==> src/rtl/rdc_pkg.sv <==
// rdc_pkg: shared constants and types for the read-calibration pattern link
package rdc_pkg;
   localparam int DQ_W = 16;
   localparam int DMI_W = 2;
   localparam int BURST_LEN = 16;
   localparam int CNT_W = 4;
   localparam logic [7:0] FIRST_PATTERN_RST = 8'h5a;
   localparam logic [7:0] SECOND_PATTERN_RST = 8'h3c;
   localparam logic [7:0] LOW_MASK_RST = 8'h55;
   localparam logic [7:0] HIGH_MASK_RST = 8'h55;
   localparam logic [7:0] CFG_RST = 8'h00;
   // mode-register write selectors carried on the link
   localparam logic [2:0] SEL_FIRST = 3'h0;
   localparam logic [2:0] SEL_SECOND = 3'h1;
   localparam logic [2:0] SEL_LOW_MASK = 3'h2;
   localparam logic [2:0] SEL_HIGH_MASK = 3'h3;
   localparam logic [2:0] SEL_CFG = 3'h4;
   // config byte bit positions
   localparam int DM_DIS_BIT = 5;
   localparam int RD_INV_BIT = 6;
   localparam int WR_INV_BIT = 7;
   // read latency in cycles, reset value and width
   localparam logic [5:0] RL_RST = 6'h06;
   localparam int RL_W = 6;
   // link commands
   typedef enum logic [1:0] {
      RDC_CMD_NONE = 2'b00,
      RDC_CMD_MRW = 2'b01,
      RDC_CMD_CAL = 2'b10,
      RDC_CMD_CAS2 = 2'b11
   } rdc_cmd_t;
   // controller register offsets (word index on the software port)
   localparam logic [3:0] REG_CTRL = 4'h0;
   localparam logic [3:0] REG_STATUS = 4'h1;
   localparam logic [3:0] REG_MRW = 4'h2;
   localparam logic [3:0] REG_RL = 4'h3;
   localparam logic [3:0] REG_CAP_LO = 4'h4;
   localparam logic [3:0] REG_CAP_HI = 4'h5;
endpackage

==> src/rtl/rdc_link_if.sv <==
// rdc_link_if: command and pin-level link between controller and memory
`timescale 1ns/1ps
interface rdc_link_if;
   rdc_pkg::rdc_cmd_t cmd;
   logic [2:0] mrw_sel;
   logic [7:0] mrw_data;
   logic [5:0] cas2_op;
   logic [15:0] dq;
   logic [15:0] dq_oe;
   logic [1:0] dmi;
   logic [1:0] dmi_oe;
   modport mem (input cmd, input mrw_sel, input mrw_data, input cas2_op,
                output dq, output dq_oe, output dmi, output dmi_oe);
   modport ctl (output cmd, output mrw_sel, output mrw_data, output cas2_op,
                input dq, input dq_oe, input dmi, input dmi_oe);
endinterface

==> src/rtl/rdc_mem.sv <==
// rdc_mem: memory-side read calibration pattern generator
//
// How it works
// send first then second pattern, all lanes
// one 16-bit burst after read latency
// mask bit one complements that dq pin
// low mask bits map to dq0..dq7
// high mask bits map to dq8..dq15
// dmi pins are never inverted
// no bus-inversion coding during calibration
// each byte goes out lsb first
// reset values 5a, 3c, 55, 55
// controller may program registers beforehand
// cas-2 follows calibration command immediately
// cas-2 operands driven low
// back-to-back requests give seamless bursts
// controller spaces array reads from calibration
// accepted regardless of bank or refresh state
// dmi floats only when mask and inversion off
// controller waits after power-down exit
// read-style timing, burst length sixteen
//
// Implementation choices: the placing of the registers and the address-and-strobe port.
`timescale 1ns/1ps
module rdc_mem (
   input wire logic ref_clk_i,
   input wire logic resetn_i,
   input wire logic [5:0] read_latency_i,
   rdc_link_if.mem link,
   output logic busy_o
);
   localparam int PIPE = 64;
   logic [7:0] first_pattern_byte_r, first_pattern_byte_nxt;
   logic [7:0] second_pattern_byte_r, second_pattern_byte_nxt;
   logic [7:0] low_lane_invert_mask_r, low_lane_invert_mask_nxt;
   logic [7:0] high_lane_invert_mask_r, high_lane_invert_mask_nxt;
   logic [7:0] cfg_r, cfg_nxt;
   logic armed_r, armed_nxt;
   logic [PIPE-1:0] start_r, start_nxt;
   logic [3:0] bit_r, bit_nxt;
   logic active_r, active_nxt;
   logic [15:0] dq_r, dq_nxt;
   logic [15:0] dq_oe_r, dq_oe_nxt;
   logic [1:0] dmi_r, dmi_nxt;
   logic [1:0] dmi_oe_r, dmi_oe_nxt;
   logic launch;
   logic [15:0] pat;
   logic pbit;
   logic dmi_float;
   logic [15:0] inv;
   logic dmi_drive;

   // mode registers and command decode
   always_comb begin
      first_pattern_byte_nxt = first_pattern_byte_r;
      second_pattern_byte_nxt = second_pattern_byte_r;
      low_lane_invert_mask_nxt = low_lane_invert_mask_r;
      high_lane_invert_mask_nxt = high_lane_invert_mask_r;
      cfg_nxt = cfg_r;
      if (link.cmd == rdc_pkg::RDC_CMD_MRW) begin
         case (link.mrw_sel)
            rdc_pkg::SEL_FIRST: first_pattern_byte_nxt = link.mrw_data;
            rdc_pkg::SEL_SECOND: second_pattern_byte_nxt = link.mrw_data;
            rdc_pkg::SEL_LOW_MASK: low_lane_invert_mask_nxt = link.mrw_data;
            rdc_pkg::SEL_HIGH_MASK: high_lane_invert_mask_nxt = link.mrw_data;
            rdc_pkg::SEL_CFG: cfg_nxt = link.mrw_data;
            default: cfg_nxt = cfg_r;
         endcase
      end
      // calibration only counts when cas-2 comes in the very next cycle
      armed_nxt = (link.cmd == rdc_pkg::RDC_CMD_CAL);
      // no bank, refresh or self-refresh state gates acceptance
      launch = armed_r && (link.cmd == rdc_pkg::RDC_CMD_CAS2);
      // latency pipe, tap chosen by read latency from cas-2
      start_nxt = {start_r[PIPE-2:0], launch};
   end

   always_ff @(posedge ref_clk_i) begin
      if (!resetn_i) begin
         first_pattern_byte_r <= rdc_pkg::FIRST_PATTERN_RST;
         second_pattern_byte_r <= rdc_pkg::SECOND_PATTERN_RST;
         low_lane_invert_mask_r <= rdc_pkg::LOW_MASK_RST;
         high_lane_invert_mask_r <= rdc_pkg::HIGH_MASK_RST;
         cfg_r <= rdc_pkg::CFG_RST;
         armed_r <= 1'b0;
         start_r <= '0;
      end else begin
         first_pattern_byte_r <= first_pattern_byte_nxt;
         second_pattern_byte_r <= second_pattern_byte_nxt;
         low_lane_invert_mask_r <= low_lane_invert_mask_nxt;
         high_lane_invert_mask_r <= high_lane_invert_mask_nxt;
         cfg_r <= cfg_nxt;
         armed_r <= armed_nxt;
         start_r <= start_nxt;
      end
   end

   // burst serializer
   always_comb begin
      pat = {second_pattern_byte_r, first_pattern_byte_r};
      inv = {high_lane_invert_mask_r, low_lane_invert_mask_r};
      dmi_float = cfg_r[rdc_pkg::DM_DIS_BIT] && !cfg_r[rdc_pkg::WR_INV_BIT]
                  && !cfg_r[rdc_pkg::RD_INV_BIT];
      bit_nxt = bit_r;
      active_nxt = active_r;
      // a new start on the last beat chains straight on
      if (read_latency_i != 6'h00 && start_r[read_latency_i - 6'h01]) begin
         active_nxt = 1'b1;
         bit_nxt = 4'h0;
      end else if (active_r) begin
         bit_nxt = bit_r + 4'h1;
         if (bit_r == 4'hf) begin
            active_nxt = 1'b0;
         end
      end
      pbit = pat[bit_nxt];
      dmi_drive = active_nxt && !dmi_float;
   end

   // one lane per pin; a pattern bit fans out to all of them
   rdc_lane #(.INVERTIBLE(1'b1)) u_rdc_lane_dq0 (.bit_i(pbit), .invert_i(inv[0]),
      .drive_i(active_nxt),
      .dat_o(dq_nxt[0]), .oe_o(dq_oe_nxt[0]));
   rdc_lane #(.INVERTIBLE(1'b1)) u_rdc_lane_dq1 (.bit_i(pbit), .invert_i(inv[1]),
      .drive_i(active_nxt),
      .dat_o(dq_nxt[1]), .oe_o(dq_oe_nxt[1]));
   rdc_lane #(.INVERTIBLE(1'b1)) u_rdc_lane_dq2 (.bit_i(pbit), .invert_i(inv[2]),
      .drive_i(active_nxt),
      .dat_o(dq_nxt[2]), .oe_o(dq_oe_nxt[2]));
   rdc_lane #(.INVERTIBLE(1'b1)) u_rdc_lane_dq3 (.bit_i(pbit), .invert_i(inv[3]),
      .drive_i(active_nxt),
      .dat_o(dq_nxt[3]), .oe_o(dq_oe_nxt[3]));
   rdc_lane #(.INVERTIBLE(1'b1)) u_rdc_lane_dq4 (.bit_i(pbit), .invert_i(inv[4]),
      .drive_i(active_nxt),
      .dat_o(dq_nxt[4]), .oe_o(dq_oe_nxt[4]));
   rdc_lane #(.INVERTIBLE(1'b1)) u_rdc_lane_dq5 (.bit_i(pbit), .invert_i(inv[5]),
      .drive_i(active_nxt),
      .dat_o(dq_nxt[5]), .oe_o(dq_oe_nxt[5]));
   rdc_lane #(.INVERTIBLE(1'b1)) u_rdc_lane_dq6 (.bit_i(pbit), .invert_i(inv[6]),
      .drive_i(active_nxt),
      .dat_o(dq_nxt[6]), .oe_o(dq_oe_nxt[6]));
   rdc_lane #(.INVERTIBLE(1'b1)) u_rdc_lane_dq7 (.bit_i(pbit), .invert_i(inv[7]),
      .drive_i(active_nxt),
      .dat_o(dq_nxt[7]), .oe_o(dq_oe_nxt[7]));
   rdc_lane #(.INVERTIBLE(1'b1)) u_rdc_lane_dq8 (.bit_i(pbit), .invert_i(inv[8]),
      .drive_i(active_nxt),
      .dat_o(dq_nxt[8]), .oe_o(dq_oe_nxt[8]));
   rdc_lane #(.INVERTIBLE(1'b1)) u_rdc_lane_dq9 (.bit_i(pbit), .invert_i(inv[9]),
      .drive_i(active_nxt),
      .dat_o(dq_nxt[9]), .oe_o(dq_oe_nxt[9]));
   rdc_lane #(.INVERTIBLE(1'b1)) u_rdc_lane_dq10 (.bit_i(pbit), .invert_i(inv[10]),
      .drive_i(active_nxt),
      .dat_o(dq_nxt[10]), .oe_o(dq_oe_nxt[10]));
   rdc_lane #(.INVERTIBLE(1'b1)) u_rdc_lane_dq11 (.bit_i(pbit), .invert_i(inv[11]),
      .drive_i(active_nxt),
      .dat_o(dq_nxt[11]), .oe_o(dq_oe_nxt[11]));
   rdc_lane #(.INVERTIBLE(1'b1)) u_rdc_lane_dq12 (.bit_i(pbit), .invert_i(inv[12]),
      .drive_i(active_nxt),
      .dat_o(dq_nxt[12]), .oe_o(dq_oe_nxt[12]));
   rdc_lane #(.INVERTIBLE(1'b1)) u_rdc_lane_dq13 (.bit_i(pbit), .invert_i(inv[13]),
      .drive_i(active_nxt),
      .dat_o(dq_nxt[13]), .oe_o(dq_oe_nxt[13]));
   rdc_lane #(.INVERTIBLE(1'b1)) u_rdc_lane_dq14 (.bit_i(pbit), .invert_i(inv[14]),
      .drive_i(active_nxt),
      .dat_o(dq_nxt[14]), .oe_o(dq_oe_nxt[14]));
   rdc_lane #(.INVERTIBLE(1'b1)) u_rdc_lane_dq15 (.bit_i(pbit), .invert_i(inv[15]),
      .drive_i(active_nxt),
      .dat_o(dq_nxt[15]), .oe_o(dq_oe_nxt[15]));
   // dmi lanes have no mask bit and are built without the inverter
   rdc_lane #(.INVERTIBLE(1'b0)) u_rdc_lane_dmi0 (.bit_i(pbit), .invert_i(1'b0),
      .drive_i(dmi_drive),
      .dat_o(dmi_nxt[0]), .oe_o(dmi_oe_nxt[0]));
   rdc_lane #(.INVERTIBLE(1'b0)) u_rdc_lane_dmi1 (.bit_i(pbit), .invert_i(1'b0),
      .drive_i(dmi_drive),
      .dat_o(dmi_nxt[1]), .oe_o(dmi_oe_nxt[1]));

   always_ff @(posedge ref_clk_i) begin
      if (!resetn_i) begin
         bit_r <= 4'h0;
         active_r <= 1'b0;
         dq_r <= '0;
         dq_oe_r <= '0;
         dmi_r <= '0;
         dmi_oe_r <= '0;
         busy_o <= 1'b0;
      end else begin
         bit_r <= bit_nxt;
         active_r <= active_nxt;
         dq_r <= dq_nxt;
         dq_oe_r <= dq_oe_nxt;
         dmi_r <= dmi_nxt;
         dmi_oe_r <= dmi_oe_nxt;
         busy_o <= active_nxt;
      end
   end

   assign link.dq = dq_r;
   assign link.dq_oe = dq_oe_r;
   assign link.dmi = dmi_r;
   assign link.dmi_oe = dmi_oe_r;
endmodule

// one output lane; a lane built without the inverter ignores any mask bit
module rdc_lane #(
   parameter logic INVERTIBLE = 1'b1
) (
   input wire logic bit_i,
   input wire logic invert_i,
   input wire logic drive_i,
   output logic dat_o,
   output logic oe_o
);
   always_comb begin
      dat_o = 1'b0;
      oe_o = 1'b0;
      if (drive_i) begin
         // pattern bit, flipped only by the lane mask bit; bus-inversion coding is never applied here
         dat_o = bit_i ^ (invert_i && INVERTIBLE);
         oe_o = 1'b1;
      end
   end
endmodule

==> src/flat_wrapper.sv <==
// flat-port wrapper written by rule: the top's interface ports become plain ports
module rdc_mem_flat 
  (ref_clk_i, resetn_i, read_latency_i, busy_o, link_cmd, link_mrw_sel, link_mrw_data, link_cas2_op, link_dq, link_dq_oe, link_dmi, link_dmi_oe);
  rdc_link_if link_i ();
  input wire logic ref_clk_i;
  input wire logic resetn_i;
  input wire logic [5:0] read_latency_i;
  output logic busy_o;
  input wire logic [$bits(link_i.cmd)-1:0] link_cmd;
  input wire logic [$bits(link_i.mrw_sel)-1:0] link_mrw_sel;
  input wire logic [$bits(link_i.mrw_data)-1:0] link_mrw_data;
  input wire logic [$bits(link_i.cas2_op)-1:0] link_cas2_op;
  output wire logic [$bits(link_i.dq)-1:0] link_dq;
  output wire logic [$bits(link_i.dq_oe)-1:0] link_dq_oe;
  output wire logic [$bits(link_i.dmi)-1:0] link_dmi;
  output wire logic [$bits(link_i.dmi_oe)-1:0] link_dmi_oe;
  assign link_i.cmd = link_cmd;
  assign link_i.mrw_sel = link_mrw_sel;
  assign link_i.mrw_data = link_mrw_data;
  assign link_i.cas2_op = link_cas2_op;
  assign link_dq = link_i.dq;
  assign link_dq_oe = link_i.dq_oe;
  assign link_dmi = link_i.dmi;
  assign link_dmi_oe = link_i.dmi_oe;
  rdc_mem u_core (.ref_clk_i(ref_clk_i), .resetn_i(resetn_i), .read_latency_i(read_latency_i), .link(link_i), .busy_o(busy_o));
endmodule
==> config.mk <==
export PLATFORM = sky130hd
export DESIGN_NAME = rdc_mem_flat
export DESIGN_NICKNAME = d
export VERILOG_FILES = /design/src/rtl/rdc_pkg.sv /design/src/rtl/rdc_link_if.sv /design/src/rtl/rdc_mem.sv /design/src/flat_wrapper.sv
export SDC_FILE = /design/constraint.sdc
export NUM_CORES = 1
export LEC_CHECK = 0
export BUFFER_PORTS_ARGS = -buffer_cell sky130_fd_sc_hd__buf_2
export CAP_MARGIN = 20
export CELL_PAD_IN_SITES_DETAIL_PLACEMENT = 1
export CELL_PAD_IN_SITES_GLOBAL_PLACEMENT = 1
export CORE_MARGIN = 1.5
export CORE_UTILIZATION = 49
export CTS_CLUSTER_SIZE = 24
export DETAILED_ROUTE_END_ITERATION = 7
export PLACE_DENSITY_LB_ADDON = 0.1
export SLEW_MARGIN = 0
export SYNTH_ARGS = -nofsm -noshare
export SYNTH_HDL_FRONTEND = slang
export SYNTH_SLANG_ARGS = --single-unit
==> constraint.sdc <==
create_clock -name ref_clk_i -period 5.05 [get_ports ref_clk_i]
set_input_delay 0.7575 -clock ref_clk_i [delete_from_list [all_inputs] [get_ports ref_clk_i]]
set_output_delay 0.7575 -clock ref_clk_i [all_outputs]
set_load 0.03 [all_outputs]
## Word-level counts from Yosys, hierarchy flattened

Index checks and enable logic that the tools add are counted.

| operators by class | value |
|---|---|
| $add $sub $neg | 2 |
| $lt $le $gt $ge | 2 |
| eq/ne operators | 8 |
| muxes and demuxes | 12 |
| bitwise gates (word level) | 16 |
| reductions and logical operators | 16 |

Operator list:

| kind | count |
|---|---|
| $xor A1 B1 Y1 | 16 |
| $reduce_and A2 Y1 | 6 |
| $mux W1 | 8 |
| $mux W4 | 2 |
| $lt A6 B7 Y1 const B | 1 |
| $bmux W1 S6 | 1 |
| $eq A3 B2 Y1 const B | 2 |
| $reduce_bool A6 Y1 | 1 |
| $sub A6 B1 Y6 const B | 1 |
| $logic_and A1 B1 Y1 | 5 |
| $lt A4 B5 Y1 const B | 1 |
| $add A4 B1 Y4 const B | 1 |
| $bmux W1 S4 | 1 |
| $eq A2 B2 Y1 const B | 2 |
| $eq A4 B4 Y1 const B | 1 |
| $eq A3 B1 Y1 const B | 1 |
| $eq A3 B3 Y1 const B | 1 |
| $logic_not A1 Y1 | 3 |
| $logic_not A3 Y1 | 1 |
| $eq A2 B1 Y1 const B | 1 |

| storage, ports and cells | value |
|---|---|
| bits in registers | 129 |
| input port bits | 27 |
| output and inout bits | 37 |
| logic and storage cells | 69 |

## Depth between registers and ports, before layout

Gate-level depths: netlist of run 1.

| depth | value |
|---|---|
| depth in word-level cells | 8 |
| mapped depth | 14 |
| gate-level depth less buffers | 10 |

## Cells and area by module

A second synthesis of run 1 with hierarchy kept.

| unflattened totals | value |
|---|---|
| cell total of the unflattened synthesis | 501 |
| area total of the unflattened synthesis | 5489.0 µm² |

By module, submodules not included:

| module | instances | cells an instance | area an instance (µm²) | sequential area each (µm²) |
|---|---|---|---|---|
| rdc_mem | 1 | 449 | 5101.1 | 2822.7 |
| rdc_lane (u_core.u_rdc_lane_dq0 ...) | 16 | 3 | 22.5 | 0.0 |
| rdc_lane (u_core.u_rdc_lane_dmi0 ...) | 2 | 2 | 13.8 | 0.0 |

## Worst setup path before layout of run 1

No wires, ideal clock.

| path | value |
|---|---|
| kind | input to register |
| start point | input read_latency_i[0] |
| end point | register u_core.dq_r[10], in the netlist u_core.link.dq[10] |
| library setup time | 0.116 ns |
| data arrival time | 3.479 ns |
| data required time | 4.934 ns |
| slack | 1.455 ns |
| stages on the path | 12 |
| path buffers | 3 |
| cell sequence | buf_2 inv_1 ha_1 buf_12 xor2_4 mux4_1 mux2i_1 a32o_2 o31a_1 clkbuf_1 o21ai_0 and3b_1 |

| on the way | value |
|---|---|
| longest elaborated chain between the ends | 8 |
| elaborated cells between the ends (all ways) | 11 |
| classes of those cells | 1 x add/sub; 6 x mux; 1 x bitwise; 3 x reduce/logical |

RTL lines:

| element | RTL line | RTL |
|---|---|---|
| start: declaration | flat_wrapper.sv:7 | `input wire logic [5:0] read_latency_i;` |
| $sub A6 B1 Y6 | rdc_mem.sv:107 | `if (read_latency_i != 6'h00 && start_r[read_latency_i - 6'h01]) begin` |
| $bmux W1 S6 | rdc_mem.sv:107 |  |
| $mux W1 (not written as such) | rdc_mem.sv:107 |  |
| $logic_and A1 B1 Y1 * | rdc_mem.sv:107 |  |
| $mux W4 | rdc_mem.sv:107 |  |
| $bmux W1 S4 | rdc_mem.sv:116 | `pbit = pat[bit_nxt];` |
| $mux W1 (not written as such) | rdc_mem.sv:116 |  |
| $xor A1 B1 Y1 | rdc_mem.sv:218 | `dat_o = bit_i ^ (invert_i && INVERTIBLE);` |
| end signal: assignment | rdc_mem.sv:189 | `dq_r <= dq_nxt;` |
| end: declaration | rdc_mem.sv:42 | `logic [15:0] dq_r, dq_nxt;` |

Every way passes the cells marked *; elsewhere a longest branch is shown, timed or not. The select of a mux whose other input is x is not followed.
A chain may end at the register's enable or synchronous reset.

## Worst setup path after layout of run 1

| path | value |
|---|---|
| start point | input read_latency_i[0] |
| end point | register u_core.dq_r[7], in the netlist u_core.link.dq[7] |

Same word-level chain as after synthesis.

==> results of run 1 <==
## through the flow
stage / instance area (sq um) / hold WS, ns / power [W] / setup WS, ns
CTS: 5760 / 0.433 / 0.00239 / 1.26
global placement: 5270 / 0.414 / 0.00137 / 0.823
floorplan: 5090 / 0.402 / 0.00132 / 1.46
global route: 5760 / 0.451 / 0.00246 / 1.07
finish: 5760 / 0.431 / 0.00236 / 1.27
detailed placement: 5270 / 0.425 / 0.00137 / 0.726
## cell type report
| class | instances | area, sq um |
|---|---|---|
| inverter | 6 | 22.5 |
| timing repair buffer | 61 | 315 |
| clock buffer | 26 | 478 |
| sequential | 123 | 2460 |
| multi-input combinational | 306 | 2300 |
| fill | 1119 | 4420 |
| tap | 136 | 170 |
| clock inverter | 3 | 15.0 |
## sequential cells by signal, summed over array words and instances, names as in the netlist, 3 cells and up
name and flops:
u_core.high_lane_invert_mask_r 8, u_core.second_pattern_byte_r 8, u_core.first_pattern_byte_r 8, u_core.link.dq 16
u_core.low_lane_invert_mask_r 8, u_core.bit_r 4, u_core.cfg_r 3, u_core.start_r 64
## synthesized netlist by cell type (2+ instances only)
cell type,n
buf_4,19
nand3_1,10
o31a_1,2
nand3b_1,5
o21ai_0,9
clkbuf_1,14
and2_1,64
inv_1,6
a31oi_1,2
nand2_1,39
a32oi_1,3
nor3b_1,4
and3b_1,16
buf_6,5
dfxtp_1,123
xor2_1,3
xnor2_1,3
nor3_1,18
mux4_1,5
o31ai_1,4
mux4_2,8
ha_1,2
mux2i_1,46
o41ai_4,2
nand4_1,3
nor2b_1,3
nor2_1,30
buf_2,5
o21ai_1,7
## layout by cell type, fill, tap and decap left out, types with 5 or more instances in the layout
cell type / n
o21ai_1: 7
nor2_1: 30
o21ai_0: 9
and3b_1: 16
mux4_1: 5
nand2_1: 39
and2_1: 64
clkbuf_1: 6
mux2i_1: 46
buf_2: 57
nor3_1: 18
clkbuf_16: 16
dfxtp_1: 123
mux4_2: 8
nand3_1: 10
inv_1: 6
nand3b_1: 5
## cells by family after synthesis
family                   after synthesis  synth area share
AO/OA/AOI/OAI                         36            0.0540
multiplexers                          60             0.154
flip-flops                           123             0.483
buffers and inverters                 51            0.0653
adder cells (fa/ha/maj)                2           0.00491
AND/OR/NAND/NOR                      199             0.217
XOR/XNOR                               9            0.0221
## tightest hold or removal path, delay by kind of cell (launching register included)
family	cells	cell delay, ns
simple gates	2	0.09
flops	1	0.30
## routing by layer
layer | wire (microns) | up-vias
li1 | - | 1712
met1 | 5190 | 1663
met2 | 4970 | 55
met3 | 337 | 14
met4 | 151 | 0
met5 | 0 | -
## how the worst min path moves through the flow
stage	slack, ns	cells past startpoint	endpoint
4_1_cts	0.43	2	u_core.start_r[0]$_SDFF_PN0_
3_3_place_gp	0.41	2	u_core.start_r[0]$_SDFF_PN0_
5_1_grt	0.45	2	u_core.start_r[0]$_SDFF_PN0_
2_1_floorplan	0.40	2	u_core.start_r[0]$_SDFF_PN0_
3_5_place_dp	0.43	2	u_core.start_r[0]$_SDFF_PN0_
6_report	0.43	2	u_core.start_r[0]$_SDFF_PN0_
## report_power, final
group	internal, W	leakage [nW]	switching (W)
registers	0.00100	0.996	0.0000157
logic	0.000111	1.36	0.000225
clock network	0.000629	0.245	0.000381
total	0.00174	2.60	0.000622
==> impl_results.md, run 1 <==
* R2R Path Start: u_core.link.dq_oe[0]$_SDFF_PN0_
* Cells after Synth at 480
* Via Count at 3444
* Crit path cell chain: buf_2 > inv_1 > ha_1 > xor2_4 > mux4_1 > mux2i_1 > a32o_2 > o31a_1 > buf_4 > o21ai_0 > and3b_1
* Nets at between 500 and 600
* Yosys warns at 0
* Die height at around 100 microns
* Setup TNS at 0 ns
* Routed vias/inst at about 5.2
* DRT Pass-1 Iters at 4
* GR Layer Usage met1 at 0.273
* Antenna violations before repair at 0
* Core Rows at 37
* Area contributors post-synth: dfxtp_1 48%, mux2i_1 9.0%, and2_1 7.9%
* WP data arrival at roughly 4.2 ns
* Worst-path clk slew at 0.05 ns
* Vias in the first global route at about 3.4k
* Crit Path Max Fanout at 33
* Async set-reset flop share out of synthesis at 0
* Worst vdd ir at around 230 uV
* Final Cycle Share at 0.749
* Synth area leader: dfxtp_1
* Diode count at 0
* Hold Vio Cnt, Final at 0
* Relative slew slack at 0.389
* Reg2reg path depth at 9
* Yosys top cell area share at 0.483
* Worst path depth at 11
* DIE WIDTH at 105 microns
* Starting Density at 0.500
* Layout area overhead at 13.1%
* Crit Path Class: input pin to flip-flop
* Layer with the highest usage: met2
* Core footprint at around 10000 sq um
* Unrepaired setup endpoints after global routing: false
* Die area at about 11000 sq um
* Core occupancy in the finished layout at 0.566
* R2R Setup Slk at roughly 1.9 ns
* Post-route antenna net violation count at 0
* Post-route clock skew at 0.00644 ns
* # port buffers at 57
* Worst Hold Launch: u_core.armed_r$_SDFF_PN0_
* Starting DRT DRC Count at between 100 and 150
* Placed Cells at approximately 630
* Wire per inst at 16.1 microns
* CP Data Required Time at roughly 5.4 ns
* Largest net degree at the start of global routing at 84
* Least-Margin Pin Slew at 0.913 ns
* CP Launch Point: read_latency_i[0]
* Startpoint Class: input pin
* Root buffer cell: clkbuf_8
* Met2 Usage GRT at 0.332
* Worst setup EP type: flip-flop
* WL final at 10600 microns
* Clock Latency Late Sink at between 0.5 and 0.6 ns
* First-pass GRT wire length at about 18000 microns
* Clk buf depth at 2
* Congestion Overflow GR at 0
* Power density over cell area at about 410 nW/um^2
* Delay-heaviest family, CP: buffers and inverters
* Seq/Total Area, Yosys at 0.483
* Clock Sinks at about 120
* DR DRC count at 0
* Ys flop type: dfxtp_1
* Crit-path max cell delay at 0.63 ns
* Num CTS Buffers at 17
* Crit path to: u_core.link.dq[7]$_SDFF_PN0_
* I/O pin count at 64
* FF+latch count, synth at around 120
* Setup-failing EPs final at 0
* GR Util All Layers at 0.209
* Post-Layout Cell Count at approximately 660
* Max Slew Vio Count at 0
* Met3 usage at 0.0549
* Hold_buf cts at 0
* RR Endpoint: u_core.link.dq[7]$_SDFF_PN0_
* Post-layout min period at between 3 and 4 ns
* Outcome: completed
* Cell Area, Synth at just over 5000 sq um
* GPL Wtd Cong at 0.750
* MaxCap Viol Count at 0
* HP Class: flip-flop to flip-flop
* CTS tree: yes
* Syn Nets at ~510
* CP max stage cell: mux4_1
* Max Fclk at 0.264 GHz
* Lkg Pwr at 2.60 nW
* Synth unique cells at 49
* Dpl hpwl at between 7000 and 8000 microns
* CTS H-tree depth at 4
* Avg Inst Size Synth at 10.6 sq um
* Worst path bufs/invs at 3
* Setup Fix Bufs, Post-CTS at 0
* Post-synth EDFFs at 0
* Share of cells above drive strength 1 at 0.194
* PostCTS Resize Cnt at 0
No activity file was read; power rests on OpenSTA's default activity.
==> run 2: changes to the inputs <==
--- a/config.mk
+++ b/config.mk
@@ -10,7 +10,7 @@
 export CELL_PAD_IN_SITES_DETAIL_PLACEMENT = 1
 export CELL_PAD_IN_SITES_GLOBAL_PLACEMENT = 1
 export CORE_MARGIN = 1.5
-export CORE_UTILIZATION = 49
+export CORE_UTILIZATION = 41
 export CTS_CLUSTER_SIZE = 24
 export DETAILED_ROUTE_END_ITERATION = 7
 export PLACE_DENSITY_LB_ADDON = 0.1
==> constraint.sdc (replaced) <==
create_clock -name ref_clk_i -period 3.2 [get_ports ref_clk_i]
set_input_delay 0.48 -clock ref_clk_i [delete_from_list [all_inputs] [get_ports ref_clk_i]]
set_output_delay 0.48 -clock ref_clk_i [all_outputs]
set_load 0.03 [all_outputs]
==> impl_results.md, run 2 (synthesis gave the netlist of run 1 again) <==
* Placed Cells at between 600 and 700
* Via Count at around 3.5k
* Least-Margin Pin Slew at ~0.66 ns
* Startpoint Class: flip-flop
* WP data arrival at 3.13 ns
* Core Rows at 40
* Multi-input gate area at about 2300 sq um
* Outcome: completed
* Worst Hold Launch: link_cmd[0]
* CP Data Required Time at 3.50 ns
* Worst setup EP type: flip-flop
* Max reg flops at 64
* Hold Vio Cnt, Final at 0
* DRT Pass-1 Iters at 4
* Post-route clock skew at approximately 0.0079 ns
* First-pass GRT wire length at approximately 19000 microns
* Reg with most FFs: u_core.start_r
* DR DRC count at 0
* Most frequent cells in the layout: 123 x dfxtp_1, 64 x and2_1, 57 x buf_2
* Starting Density at 0.422
* Starting DRT DRC Count at 155
* I/O pin count at 64
* Worst path bufs/invs at 1
* Clk buf depth at 2
* Post-layout min period at 2.84 ns
* Unrepaired setup endpoints after global routing: false
* Clock Sinks at around 120
* Dpl hpwl at ~7500 microns
* Post-Layout Cell Count at a little over 700
* GR Util All Layers at 0.190
* Post-route antenna net violation count at 0
* CTS tree: yes
* MaxCap Viol Count at 0
* Clock Latency Late Sink at ~0.41 ns
* Storage element area at about 2500 sq um
* Wire per inst at ~16 microns
* Hold_buf cts at 0
* Crit-path max cell delay at between 0.5 and 0.6 ns
* GPL Wtd Cong at ~0.74
* Crit Path Max Fanout at 33
* CTS H-tree depth at 4
* Delay-heaviest family, CP: multiplexers
* Crit Path Class: flip-flop to flip-flop
* HP Class: input pin to flip-flop
* Nets at 558
* Setup Fix Bufs, Post-CTS at 0
* Share of cells above drive strength 1 at 0.218
* Antenna violations before repair at 0
* Relative slew slack at 0.557
* Largest net degree at the start of global routing at 83
* Congestion Overflow GR at 0
* R2R Path Start: u_core.bit_r[0]$_SDFF_PN0_
* Crit path cell chain: ha_1 > nand2_1 > xor2_2 > mux4_2 > o22ai_1 > nor3b_1 > o31a_1 > buf_12 > nor3_1 > and3b_1
* Root buffer cell: clkbuf_16
* Layout area overhead at 18.8%
* Setup TNS at 0 ns
* Core footprint at about 12000 sq um
* Final Cycle Share at 0.887
* CP max stage cell: mux4_2
* WL final at approximately 11000 microns
* Vias in the first global route at around 3.6k
* Most common cell after layout, fill and taps aside: dfxtp_1
* Max Fclk at around 0.35 GHz
* Power density over cell area at between 600 and 700 nW/um^2
* # port buffers at between 50 and 60
* Lkg Pwr at 2.72 nW
* CP Launch Point: u_core.bit_r[0]$_SDFF_PN0_
* Num CTS Buffers at 17
* PostCTS Resize Cnt at 0
* Die height at 114 microns
* Worst-path clk slew at roughly 0.05 ns
* Setup-failing EPs final at 0
* Max Slew Vio Count at 0
* DIE WIDTH at ~110 microns
* WHS at 0.300 ns
* Diode count at 0
* Worst vdd ir at between 400 and 500 uV
* Die area at approximately 13000 sq um
* Fillcell total at 1310
* Routed vias/inst at about 5.0
[run 2: worst register-to-register path: stages (launching register included)]
cell and delay, ns:
dfxtp_1 0.39, ha_1 0.19, nand2_1 0.09, xor2_2 0.39
mux4_2 0.59, o22ai_1 0.25, nor3b_1 0.10, o31a_1 0.15
buf_12 0.18, nor3_1 0.19, and3b_1 0.21
[run 2: cell type report]
class / instances / area share
Tap cell: 168 / 0.0347
Inverter: 6 / 0.00372
Clock buffer: 25 / 0.0786
Sequential cell: 123 / 0.407
Multi-Input combinational cell: 306 / 0.380
Timing Repair Buffer: 75 / 0.0736
Clock inverter: 6 / 0.0225
[run 2: per-stage QoR]
step	power, W	setup slack (ns)	utilization	area (sq um)
after floorplan	0.00208	0.0277	-	5100
after global placement	0.00220	0.0171	0.451	5440
after detailed placement	0.00221	-0.0197	0.451	5440
after CTS	0.00422	0.345	0.502	6050
after global routing	0.00434	0.153	0.502	6050
final	0.00418	0.361	0.502	6050
[run 2: path summary, 6_finish.rpt]
| path | to | slack (ns) | cells past startpoint |
|---|---|---|---|
| worst min register to register | u_core.start_r[51]$_SDFF_PN0_ | 0.45 | 1 |
| worst max-delay path | u_core.link.dq[1]$_SDFF_PN0_ | 0.36 | 10 |
| worst min-delay path | u_core.armed_r$_SDFF_PN0_ | 0.30 | 2 |
| worst max register to register | u_core.link.dq[1]$_SDFF_PN0_ | 0.36 | 10 |
[run 2: per-layer routing]
| layer | vias up | GRT usage | wire (microns) |
|---|---|---|---|
| li1 | 1726 | - | - |
| met1 | 1737 | 0.248 | 5580 |
| met2 | 65 | 0.295 | 5290 |
| met3 | 10 | 0.0641 | 446 |
| met4 | 0 | 0.0667 | 146 |
| met5 | - | 0 | 0 |
[run 2: where the power goes]
group          switching, W  internal, W  leakage [nW]
sequential        0.0000187      0.00158         0.996
clock              0.000658      0.00134         0.292
combinational      0.000377     0.000205          1.43
total               0.00105      0.00313          2.72
